==> src/core/arct_pkg.sv <==
package arct_pkg;

    // Control register image, bit positions and reset value
    localparam logic [7:0] ARCT_CTRL_ADDR    = 8'hc8;
    localparam int         ARCT_HI_FLAG_BIT  = 7;
    localparam int         ARCT_LO_FLAG_BIT  = 6;
    localparam int         ARCT_LO_IEN_BIT   = 5;
    localparam int         ARCT_CAP_EN_BIT   = 4;
    localparam int         ARCT_SPLIT_BIT    = 3;
    localparam int         ARCT_RUN_BIT      = 2;
    localparam int         ARCT_UNUSED_BIT   = 1;
    localparam int         ARCT_EXT_SEL_BIT  = 0;
    localparam logic [7:0] ARCT_CTRL_RST     = 8'h00;
    localparam logic [15:0] ARCT_CNT_RST     = 16'h0000;
    localparam logic [15:0] ARCT_RLD_RST     = 16'h0000;

    // Clock prescalers and resync length, in timer clocks
    localparam int         ARCT_SYS_DIV      = 12;
    localparam int         ARCT_EXT_DIV      = 8;
    localparam int         ARCT_SYNC_TICKS   = 3;
    localparam logic [3:0] ARCT_SYS_DIV_LAST = 4'(ARCT_SYS_DIV - 1);
    localparam logic [2:0] ARCT_EXT_DIV_LAST = 3'(ARCT_EXT_DIV - 1);
    localparam logic [1:0] ARCT_SYNC_LAST    = 2'(ARCT_SYNC_TICKS - 1);

    typedef enum logic [1:0] {
        ARCT_MODE_16    = 2'b00,
        ARCT_MODE_SPLIT = 2'b01,
        ARCT_MODE_CAP   = 2'b10
    } arct_mode_e;

    // Software-held configuration bits
    typedef struct packed {
        logic low_ovf_ien;
        logic cap_en;
        logic split_sel;
        logic run;
        logic ext_clk_sel;
        logic fast_hi;
        logic fast_lo;
    } arct_cfg_s;

    // Software write strobes with their data
    typedef struct packed {
        logic        cnt_wr;
        logic [15:0] cnt_data;
        logic        rld_wr;
        logic [15:0] rld_data;
        logic        clr_hi;
        logic        clr_lo;
    } arct_wr_s;

endpackage : arct_pkg

==> src/core/arct_timer.sv <==
`timescale 1ns/1ps

// What this block does
// - Two bytes make a 16-bit counter, or two 8-bit ones under split select.
// - Count clock is system clock, system clock over 12, or external over 8.
// - External over 8 gets synchronised, but drives directly in suspend.
// - In suspend the counter keeps counting; its overflow wakes the device.
// - Wake by another source sets sync busy for up to three timer clocks.
// - 16-bit rollover loads both reload bytes and sets the high flag.
// - In 16-bit mode the timer interrupt fires on every full overflow.
// - With low enable too, each low byte rollover also interrupts.
// - Split mode reloads each byte from its own reload byte.
// - Split mode: run gates only the high byte; low byte always counts.
// - Fast select: system clock; else ext select picks over-12 or over-8.
// - Split mode sets high flag on high rollover, low flag on low rollover.
// - Split interrupts on high overflow, and on low one if low enable set.
// - Hardware never clears the flags; software clears them and checks both.
// - Capture needs capture enable, no split; out of suspend clock is system or over-12.
// - Comparator rise copies counter to reload bytes and sets high flag.
// - Control image: flags, low enable, capture, split, run, zero, ext.
// - Low flag sets on every low byte rollover, in every mode.
module arct_timer
    import arct_pkg::*;
(
    input  wire logic              CLK_SYS,
    input  wire logic              RST_N,
    input  wire arct_pkg::arct_cfg_s CFG,
    input  wire arct_pkg::arct_wr_s  WR,
    input  wire logic              TIMER_IRQ_EN,
    input  wire logic              EXT_OSC,
    input  wire logic              CMP_OUT,
    input  wire logic              SUSPEND,
    input  wire logic              WAKE_OTHER,
    output logic [15:0]            CNT_VALUE,
    output logic [15:0]            RELOAD_VALUE,
    output logic [7:0]             CTRL_READ,
    output logic                   TIMER_IRQ,
    output logic                   WAKE,
    output logic                   SYNC_BUSY
);
    import arct_pkg::*;

    logic [3:0]  div12_r, div12_nxt;
    logic [2:0]  ext_div_r, ext_div_nxt;
    logic        ext_prev_r, ext_prev_nxt;
    logic        ext_sync_r, ext_sync_nxt;
    logic        cmp_prev_r, cmp_prev_nxt;
    logic        tick12, ext_raw_tick, ext_tick;
    logic [15:0] cnt_r, cnt_nxt;
    logic [15:0] rld_r, rld_nxt;
    logic        hi_flag_r, hi_flag_nxt;
    logic        lo_flag_r, lo_flag_nxt;
    logic        wake_r, wake_nxt;
    logic        busy_r, busy_nxt;
    logic [1:0]  busy_cnt_r, busy_cnt_nxt;
    arct_mode_e  mode;
    logic        lo_tick, hi_tick, ext_sel_eff;
    logic        lo_inc, hi_inc, lo_wrap, hi_wrap, full_wrap, cap_evt;
    logic        hi_set, lo_set, ovf_evt;

    // Tick source for one byte; system clock sources are stopped in suspend
    function automatic logic src_tick(input logic fast, input logic ext_sel,
                                      input logic susp, input logic t12,
                                      input logic text);
        if (susp)
            return text;
        else if (fast)
            return 1'b1;
        else if (ext_sel)
            return text;
        else
            return t12;
    endfunction : src_tick

    // Prescalers
    always_comb begin
        tick12       = (div12_r == ARCT_SYS_DIV_LAST);
        div12_nxt    = tick12 ? 4'h0 : div12_r + 4'h1;
        ext_prev_nxt = EXT_OSC;
        ext_div_nxt  = ext_div_r;
        if (EXT_OSC && !ext_prev_r)
            ext_div_nxt = ext_div_r + 3'h1;
        ext_raw_tick = EXT_OSC && !ext_prev_r
                       && (ext_div_r == ARCT_EXT_DIV_LAST);
        ext_sync_nxt = ext_raw_tick;
        // Extra stage costs a cycle of latency but aligns to the system clock
        ext_tick     = SUSPEND ? ext_raw_tick : ext_sync_r;
        cmp_prev_nxt = CMP_OUT;
    end

    always_ff @(posedge CLK_SYS) begin
        if (!RST_N) begin
            div12_r    <= 4'h0;
            ext_div_r  <= 3'h0;
            ext_prev_r <= 1'b0;
            ext_sync_r <= 1'b0;
            cmp_prev_r <= 1'b0;
        end else begin
            div12_r    <= div12_nxt;
            ext_div_r  <= ext_div_nxt;
            ext_prev_r <= ext_prev_nxt;
            ext_sync_r <= ext_sync_nxt;
            cmp_prev_r <= cmp_prev_nxt;
        end
    end

    // Mode decode and count enables
    always_comb begin
        if (CFG.cap_en && !CFG.split_sel)
            mode = ARCT_MODE_CAP;
        else if (CFG.split_sel)
            mode = ARCT_MODE_SPLIT;
        else
            mode = ARCT_MODE_16;
        // Capture ignores the external select: only fast or over-12 out of suspend
        ext_sel_eff = CFG.ext_clk_sel && (mode != ARCT_MODE_CAP);
        lo_tick = src_tick(CFG.fast_lo, ext_sel_eff, SUSPEND,
                           tick12, ext_tick);
        hi_tick = src_tick(CFG.fast_hi, ext_sel_eff, SUSPEND,
                           tick12, ext_tick);
        lo_inc    = 1'b0;
        hi_inc    = 1'b0;
        full_wrap = 1'b0;
        case (mode)
            ARCT_MODE_SPLIT: begin
                lo_inc = lo_tick;
                hi_inc = CFG.run && hi_tick;
            end
            ARCT_MODE_16, ARCT_MODE_CAP: begin
                lo_inc    = CFG.run && lo_tick;
                full_wrap = lo_inc && (cnt_r == 16'hffff);
            end
            default: begin
                lo_inc = 1'b0;
            end
        endcase
        lo_wrap = lo_inc && (cnt_r[7:0] == 8'hff);
        hi_wrap = (mode == ARCT_MODE_SPLIT) ? hi_inc && (cnt_r[15:8] == 8'hff)
                                            : full_wrap;
        cap_evt = (mode == ARCT_MODE_CAP)
                  && CMP_OUT && !cmp_prev_r;
    end

    // Counter and reload bytes; a software counter write beats counting
    always_comb begin
        cnt_nxt = cnt_r;
        rld_nxt = rld_r;
        case (mode)
            ARCT_MODE_16: begin
                if (full_wrap)
                    cnt_nxt = rld_r;
                else if (lo_inc)
                    cnt_nxt = cnt_r + 16'h0001;
            end
            ARCT_MODE_CAP: begin
                // Free-running so successive captures can be subtracted
                if (lo_inc)
                    cnt_nxt = cnt_r + 16'h0001;
            end
            ARCT_MODE_SPLIT: begin
                if (lo_inc)
                    cnt_nxt[7:0] = lo_wrap ? rld_r[7:0]
                                           : cnt_r[7:0] + 8'h01;
                if (hi_inc)
                    cnt_nxt[15:8] = hi_wrap ? rld_r[15:8]
                                            : cnt_r[15:8] + 8'h01;
            end
            default: begin
                cnt_nxt = cnt_r;
            end
        endcase
        if (WR.cnt_wr)
            cnt_nxt = WR.cnt_data;
        if (WR.rld_wr)
            rld_nxt = WR.rld_data;
        // Hardware capture beats a software reload write in the same cycle
        if (cap_evt)
            rld_nxt = cnt_r;
    end

    always_ff @(posedge CLK_SYS) begin
        if (!RST_N) begin
            cnt_r <= ARCT_CNT_RST;
            rld_r <= ARCT_RLD_RST;
        end else begin
            cnt_r <= cnt_nxt;
            rld_r <= rld_nxt;
        end
    end

    // Sticky flags: the set wins over a clear in the same cycle
    always_comb begin
        hi_set      = hi_wrap || cap_evt;
        lo_set      = lo_wrap;
        hi_flag_nxt = hi_set || (hi_flag_r && !WR.clr_hi);
        lo_flag_nxt = lo_set || (lo_flag_r && !WR.clr_lo);
    end

    always_ff @(posedge CLK_SYS) begin
        if (!RST_N) begin
            hi_flag_r <= ARCT_CTRL_RST[ARCT_HI_FLAG_BIT];
            lo_flag_r <= ARCT_CTRL_RST[ARCT_LO_FLAG_BIT];
        end else begin
            hi_flag_r <= hi_flag_nxt;
            lo_flag_r <= lo_flag_nxt;
        end
    end

    // Suspend wake-up and post-wake resynchronisation
    always_comb begin
        ovf_evt      = hi_wrap;
        wake_nxt     = SUSPEND && ovf_evt;
        busy_nxt     = busy_r;
        busy_cnt_nxt = busy_cnt_r;
        if (WAKE_OTHER) begin
            busy_nxt     = 1'b1;
            busy_cnt_nxt = 2'h0;
        end else if (busy_r && ext_tick) begin
            busy_cnt_nxt = busy_cnt_r + 2'h1;
            if (busy_cnt_r == ARCT_SYNC_LAST)
                busy_nxt = 1'b0;
        end
    end

    always_ff @(posedge CLK_SYS) begin
        if (!RST_N) begin
            wake_r     <= 1'b0;
            busy_r     <= 1'b0;
            busy_cnt_r <= 2'h0;
        end else begin
            wake_r     <= wake_nxt;
            busy_r     <= busy_nxt;
            busy_cnt_r <= busy_cnt_nxt;
        end
    end

    // Outputs
    always_comb begin
        CNT_VALUE    = cnt_r;
        RELOAD_VALUE = rld_r;
        CTRL_READ    = ARCT_CTRL_RST;
        CTRL_READ[ARCT_HI_FLAG_BIT] = hi_flag_r;
        CTRL_READ[ARCT_LO_FLAG_BIT] = lo_flag_r;
        CTRL_READ[ARCT_LO_IEN_BIT]  = CFG.low_ovf_ien;
        CTRL_READ[ARCT_CAP_EN_BIT]  = CFG.cap_en;
        CTRL_READ[ARCT_SPLIT_BIT]   = CFG.split_sel;
        CTRL_READ[ARCT_RUN_BIT]     = CFG.run;
        CTRL_READ[ARCT_UNUSED_BIT]  = 1'b0;
        CTRL_READ[ARCT_EXT_SEL_BIT] = CFG.ext_clk_sel;
        TIMER_IRQ = TIMER_IRQ_EN && hi_flag_r;
        if (TIMER_IRQ_EN && CFG.low_ovf_ien && lo_flag_r)
            TIMER_IRQ = 1'b1;
        WAKE      = wake_r;
        SYNC_BUSY = busy_r;
    end
endmodule : arct_timer

==> config.mk <==
export PLATFORM = sky130hd
export DESIGN_NAME = arct_timer
export DESIGN_NICKNAME = d
export VERILOG_FILES = /design/src/core/arct_pkg.sv /design/src/core/arct_timer.sv
export SDC_FILE = /design/constraint.sdc
export NUM_CORES = 1
export LEC_CHECK = 0
export BUFFER_PORTS_ARGS = -buffer_cell sky130_fd_sc_hd__buf_2
export CAP_MARGIN = 10
export CORE_ASPECT_RATIO = 0.6
export CORE_MARGIN = 5
export CORE_UTILIZATION = 47
export DETAILED_ROUTE_END_ITERATION = 16
export PLACE_DENSITY = 0.77
export SYNTH_ARGS = -nofsm -noshare
export SYNTH_HDL_FRONTEND = slang
export SYNTH_SLANG_ARGS = --single-unit
==> constraint.sdc <==
create_clock -name CLK_SYS -period 2.3 [get_ports CLK_SYS]
set_input_delay 0 -clock CLK_SYS [delete_from_list [all_inputs] [get_ports CLK_SYS]]
set_output_delay 0 -clock CLK_SYS [all_outputs]
set_load 0.1 [all_outputs]
==> results of run 1 <==
[repair_timing]
action                                  CTS  global route
buffers inserted                          0             2
hold buffers                              7             0
hold endpoints to repair                  9             0
resized for setup                         0            13
endpoints found under the setup margin    0            17
[critical path, stage by stage (launching register included)]
cell,delay (ns)
dfxtp_1,0.36
ha_2,0.22
nand3b_1,0.18
a21oi_4,0.22
o21ai_2,0.09
or4_1,0.52
a311o_1,0.36
a31oi_1,0.17
[power groups by stage]
stage          Sequential [uW]  Clock [uW]  Combinational [uW]
2_1_floorplan             1260           0                 277
3_3_place_gp               977           0                 715
3_5_place_dp               981           0                 722
4_1_cts                    962         838                 735
5_1_grt                    975         871                 786
6_report                   968         824                 742
[routing by layer]
| layer | vias up | track usage, % | wire length [microns] |
|---|---|---|---|
| met5 | - | 0 | 0 |
| met4 | 0 | 7.336 | 132 |
| met3 | 18 | 5.432 | 1095 |
| met2 | 208 | 38.30 | 4479 |
| met1 | 1631 | 32.87 | 4449 |
| li1 | 1646 | - | - |
[final cells by class]
cell class	count	area, sq um
inverter	8	30.03
fill	576	2552
tap	87	108.9
clock buffer	6	128.9
clock inverter	2	35.03
multi-input combinational	303	2059
sequential	48	1013
timing repair buffer	120	690.7
[Yosys cell counts (2+ instances only)]
master     count
o31ai_1        3
o32ai_1        2
a21o_1         4
nand2_1       32
xor2_1         3
ha_1           6
o31a_1         2
a311oi_1       3
nor3_1         7
and3_1         7
nor4_1         3
a311o_1        5
xnor2_1        7
buf_4          8
nor2_1        47
o211ai_1       6
a221oi_1       2
nand2b_1       4
o21ai_0       16
mux2_2         3
o2bb2ai_1      2
clkbuf_1      23
o21a_1         7
and4_1         2
nand4_1        7
a211oi_1      18
a31o_2         2
nor2b_1        5
a211o_1        2
nand3_1       12
dfxtp_1       48
buf_2          5
o221ai_1       3
and2_1         4
inv_1          7
a31oi_1        8
a21oi_1       18
o21ai_2        2
nor3b_1        3
mux2i_1       23
[cells by family after synthesis]
kind of cell	count (synthesis)	share of synthesized area, %
AO/OA/AOI/OAI	118	27.48
XOR/XNOR	10	2.768
flip-flops	48	30.37
other	1	0.1185
adder cells (fa/ha/maj)	6	2.372
buffers and inverters	44	6.366
multiplexers	26	8.343
AND/OR/NAND/NOR	142	22.18
[per-stage QoR]
step | power [uW] | setup WS [ns] | instance area (sq um)
2_1_floorplan | 1537 | 0.004927 | 3214
3_3_place_gp | 1691 | 0.1669 | 3757
3_5_place_dp | 1703 | 0.03860 | 3757
4_1_cts | 2535 | 0.01442 | 3991
5_1_grt | 2631 | 0.01679 | 4066
6_report | 2534 | 0.1102 | 4066
[state kept, by name, indices dropped and copies added (netlist names)]
register,flops
CNT_VALUE,16
RELOAD_VALUE,16
SYNC_BUSY,1
WAKE,1
busy_cnt_r,2
cmp_prev_r,1
div12_r,4
ext_div_r,3
ext_prev_r,1
ext_sync_r,1
hi_flag_r,1
lo_flag_r,1
[path summary, 6_finish.rpt]
check,to,slack (ns),start
worst max register to register,CNT_VALUE[5],0.11,div12_r[0]
worst min register to register,div12_r[0],0.45,div12_r[0]
worst min-delay path,ext_prev_r,0.001,EXT_OSC
worst max-delay path,CNT_VALUE[5],0.11,div12_r[0]
==> run_results.csv, run 1 <==
group,metric,value,unit
timing,min_period,2.190,ns
power,p_int,1586,uW
worst_hold_path,hp-class,"in2reg",
layout,final_common_cell,"buf_2",
floorplan,num_io_pins,93,
cts,numCtsBuffers,5,
timing,finalCritPeriodShare,95.21,%
cts,clkSinkCount,48,
routing,via_count,3503,
global_route,grt_pass1_wl,16250,microns
timing,max_slew.worst_pin.slew,0.6619,ns
routing,antenna_left,0,
synth,avgSynthCellArea,8.011,sq um
cts,h-tree-depth,2,
routing,via_per_inst,6.103,
power,p_per_area,623.0,mW/mm^2
floorplan,die_h,73.56,microns
placement,dp.cells,557,
placement,gp_congestion,0.8794,
worst_setup_path,crit_arrival,2.40,ns
global_route,grt_pass1_vias,3321,
routing,drc_errors,0,
cts,cts_buffer_depth,2,
timing,finalHoldViolCount,0,
worst_hold_path,whs_path_depth,2,
floorplan,placementRows,23,
layout,num_antenna_cells,0,
timing,worst_hold_slack,0.001182,ns
cts,clkLatencyLatePin,0.29,ns
power,ir_drop,331.0,uV
power,leakage,0.001726,uW
timing,rsz0062_at_grt,"no",
placement,hpwl,7498,microns
run,maxCapViolations,0,
layout,layout.nets,542,
worst_setup_path,crit_required,2.51,ns
layout,synthToLayoutAreaGrowth,28.51,%
power,power_frac_clock,32.5,%
synth,synth_cell_type_count,64,
routing,drt_first_pass_iters,5,
routing,wl_per_cell,17.70,microns
worst_setup_path,cp-end-kind,"flop",
timing,setup_violations,0,
synth,ys_seq_elements,48,
synth,syn_inst,395,
worst_setup_path,r2r_cells,7,
status,outcome,"finished clean",
synth,synthArstFlopShare,0,%
synth,syn_nets,451,
global_route,overflow,0,
cts,tritoncts,"yes",
floorplan,dieArea,0.008527,sq mm
floorplan,initial_utilization,47.81,%
synth,synth_top_area_share,30.37,%
worst_setup_path,critPathLaunchType,"flop",
routing,wl,10160,microns
timing,fin_skew,0.006034,ns
floorplan,coreArea,0.006619,sq mm
synth,synth_area_leader_cell,"dfxtp_1",
power,combPwrFrac,29.3,%
worst_setup_path,path_max_fanout,4,
synth,synth-main-ff-cell,"dfxtp_1",
synth,synthesis.area,0.003164,sq mm
timing,maxSlewViolCount,0,
timing,fin_setup_tns,0,ns
layout,drive_above_1_share,33.26,%
power,p_seq_share,38.2,%
layout,final_cell_mix,"91 x buf_2, 47 x nor2_1, 32 x nand2_1, 30 x dfxtp_1, 23 x mux2i_1",
timing,max_freq,0.4567,GHz
synth,synth-seq-area-share,30.37,%
layout,fin_util,61.44,%
global_route,antenna_found_initial,0,
timing,relSlewSlack,55.87,%
placement,port_buffers,91,
cts,clk_pin_slew_worst_paths,0.07,ns
floorplan,die_x,115.9,microns
power,switchingPower,947.5,uW
power,swShare,37.40,%
synth,synth_area_leaders,"dfxtp_1 30%, mux2i_1 7.3%, nor2_1 5.6%",
synth,yosysWarnings,0,
routing,dr.first_iter.drc_count,306,
cts,root_buffer,"clkbuf_16",
worst_setup_path,crit_type,"reg2reg",
layout,stdcell_count,574,
global_route,grt_max_degree,34,
global_route,grt_usage,24.12,%
synth,synth_edf_count,0,
No activity file was read; power rests on OpenSTA's default activity.
==> inputs of run 2 (changes only) <==
CELL_PAD_IN_SITES_DETAIL_PLACEMENT = 1   (was unset)
CELL_PAD_IN_SITES_GLOBAL_PLACEMENT = 2   (was unset)
CORE_UTILIZATION = 26   (was 47)
GPL_TIMING_DRIVEN = 1   (was unset)
PLACE_DENSITY = unset   (was 0.77)
PLACE_DENSITY_LB_ADDON = 0.1   (was unset)
==> run 2 against run 1 <==
Clock skew barely moved; worst setup slack worse by 0.031 ns; total power is 0.80% higher; sequential power fell by 0.5%; combinational power is 6.3% higher; via count fell by 1.0%; maximum frequency shrank 1.4%; die area grew 71%; hold slack gained 0.012 ns; non-clock buffer count grew 17; largest power group unchanged; highest routed layer unchanged.
==> run_results.csv, run 2 (synthesis gave the netlist of run 1 again) <==
group,metric,value,unit
cts,h-tree-depth,2,
worst_setup_path,cp_slowest_cell,"or4_1",
cts,numCtsBuffers,5,
cts,tritoncts,"yes",
placement,port_buffers,91,
worst_setup_path,reg2reg_slack,0.08,ns
timing,finalCritPeriodShare,96.56,%
worst_setup_path,crit_arrival,2.43,ns
worst_setup_path,r2r_cells,9,
floorplan,dieArea,0.01455,sq mm
global_route,grt_use_met2,27.22,%
global_route,grt_use_met3,3.628,%
timing,relSlewSlack,48.32,%
worst_hold_path,hp-class,"in2reg",
placement,gp_congestion,0.8227,
layout,layout.nets,559,
cts,clk_pin_slew_worst_paths,0.07,ns
status,outcome,"finished clean",
routing,drc_errors,0,
routing,via_count,3467,
worst_setup_path,critPathLaunchType,"flop",
floorplan,die_x,152.4,microns
worst_setup_path,reg2reg_from,"ext_div_r[1]",
timing,fin_skew,0.005618,ns
global_route,antenna_found_initial,0,
floorplan,coreArea,0.01199,sq mm
worst_setup_path,crit_required,2.51,ns
floorplan,initial_utilization,26.40,%
global_route,use_met1,26.60,%
worst_setup_path,cp-end-kind,"flop",
routing,dr.first_iter.drc_count,180,
global_route,grt_usage,17.82,%
layout,fill_cells,1450,
timing,min_period,2.221,ns
global_route,top_usage_layer,"met2",
layout,fin_area,0.004310,sq mm
worst_setup_path,timing.critical_path.mode_cell,"ha_4",
layout,synthToLayoutAreaGrowth,36.22,%
layout,final_common_cell,"buf_2",
routing,wl,13290,microns
run,maxCapViolations,0,
power,ir_drop,251.1,uV
worst_setup_path,path_cells,"ha_4 -> ha_4 -> buf_12 -> nand3b_4 -> a21oi_4 -> o21ai_2 -> or4_1 -> a311o_1 -> a31oi_1",
floorplan,placementRows,31,
routing,antenna_left,0,
timing,max_slew.worst_pin.slew,0.7752,ns
worst_setup_path,crit_start,"ext_div_r[1]",
layout,num_antenna_cells,0,
routing,via_per_inst,5.182,
worst_setup_path,crit_type,"reg2reg",
timing,setup_violations,0,
worst_hold_path,whs_path_depth,3,
global_route,overflow,0,
cts,cts_buffer_depth,2,
worst_setup_path,rr_endpoint,"CNT_VALUE[5]",
floorplan,num_io_pins,93,
power,total_power,2554,uW
cts,clkLatencyLatePin,0.29,ns
floorplan,die_h,95.46,microns
layout,final_cell_mix,"91 x buf_2, 46 x nor2_1, 36 x buf_4, 31 x nand2_1, 30 x dfxtp_1",
cts,root_buffer,"clkbuf_16",
timing,finalHoldViolCount,0,
placement,place_area,0.003945,sq mm
placement,hpwl,10000,microns
cts,clkSinkCount,48,
timing,worst_hold_slack,0.01288,ns
worst_setup_path,crit_end,"CNT_VALUE[5]",
global_route,grt_max_degree,34,
power,leakage,0.001808,uW
worst_setup_path,slowest_delay,0.50,ns
global_route,grt_pass1_wl,20210,microns
global_route,grt_pass1_vias,3468,
routing,drt_first_pass_iters,5,
timing,max_freq,0.4503,GHz
routing,wl_per_cell,19.86,microns
layout,drive_above_1_share,35.12,%
worst_hold_path,hold_start,"WR[25]",
power,p_per_area,592.5,mW/mm^2
timing,rsz0062_at_grt,"yes",
layout,fin_util,35.96,%
timing,maxSlewViolCount,0,
placement,place_ws,-0.06017,ns
worst_setup_path,path_max_fanout,3,
timing,setup_ws,0.07921,ns
[run 2: worst min path at each step]
stage,to,slack (ns)
floorplan,SYNC_BUSY,0.12
global placement,cmp_prev_r,0.21
detailed placement,cmp_prev_r,0.22
CTS,CNT_VALUE[15],0.008
global route,CNT_VALUE[15],0.03
finish,CNT_VALUE[6],0.01
[run 2: final cells by class]
cell class / instances / area [sq um] / share of cell area, %
repair buffers: 137 / 835.8 / 19.39
well taps: 165 / 206.4 / 4.790
clock buffers: 7 / 153.9 / 3.570
inverters: 8 / 30.03 / 0.6967
clock inverters: 1 / 5.005 / 0.1161
multi-input cells: 303 / 2066 / 47.92
flip-flops and latches: 48 / 1013 / 23.51
[run 2: where the power goes]
group | switching (uW) | internal, uW
Clock | 332 | 469
Sequential | 78.2 | 885
Combinational | 586 | 204
Total | 996 | 1560
[run 2: through the flow]
stage / setup TNS (ns) / std cells
after floorplan: 0 / 395
after global placement: 0 / 647
after detailed placement: -0.06087 / 647
after CTS: 0 / 664
after global routing: -0.4427 / 669
final: 0 / 669
[run 2: routing by layer]
metal	part of all wire, %	up-vias
li1	-	1678
met1	53	1706
met2	42	77
met3	4.6	6
met4	0.35	0
met5	0	-
[run 2: worst max-delay path, delay by kind of cell (launching register included)]
family | cells | cell delay (ns)
AO/OA/AOI/OAI | 4 | 0.81
flip-flops | 1 | 0.37
adder cells (fa/ha/maj) | 2 | 0.29
buffers and inverters | 1 | 0.09
AND/OR/NAND/NOR | 2 | 0.59
[run 2: timing repair]
| action | CTS | global route |
|---|---|---|
| setup endpoints to repair | 3 | 15 |
| hold endpoints to repair | 9 | 0 |
| setup buffers | 0 | 5 |
| pin swaps | 0 | 9 |
| hold buffers | 9 | 0 |
| gates resized for setup | 2 | 13 |
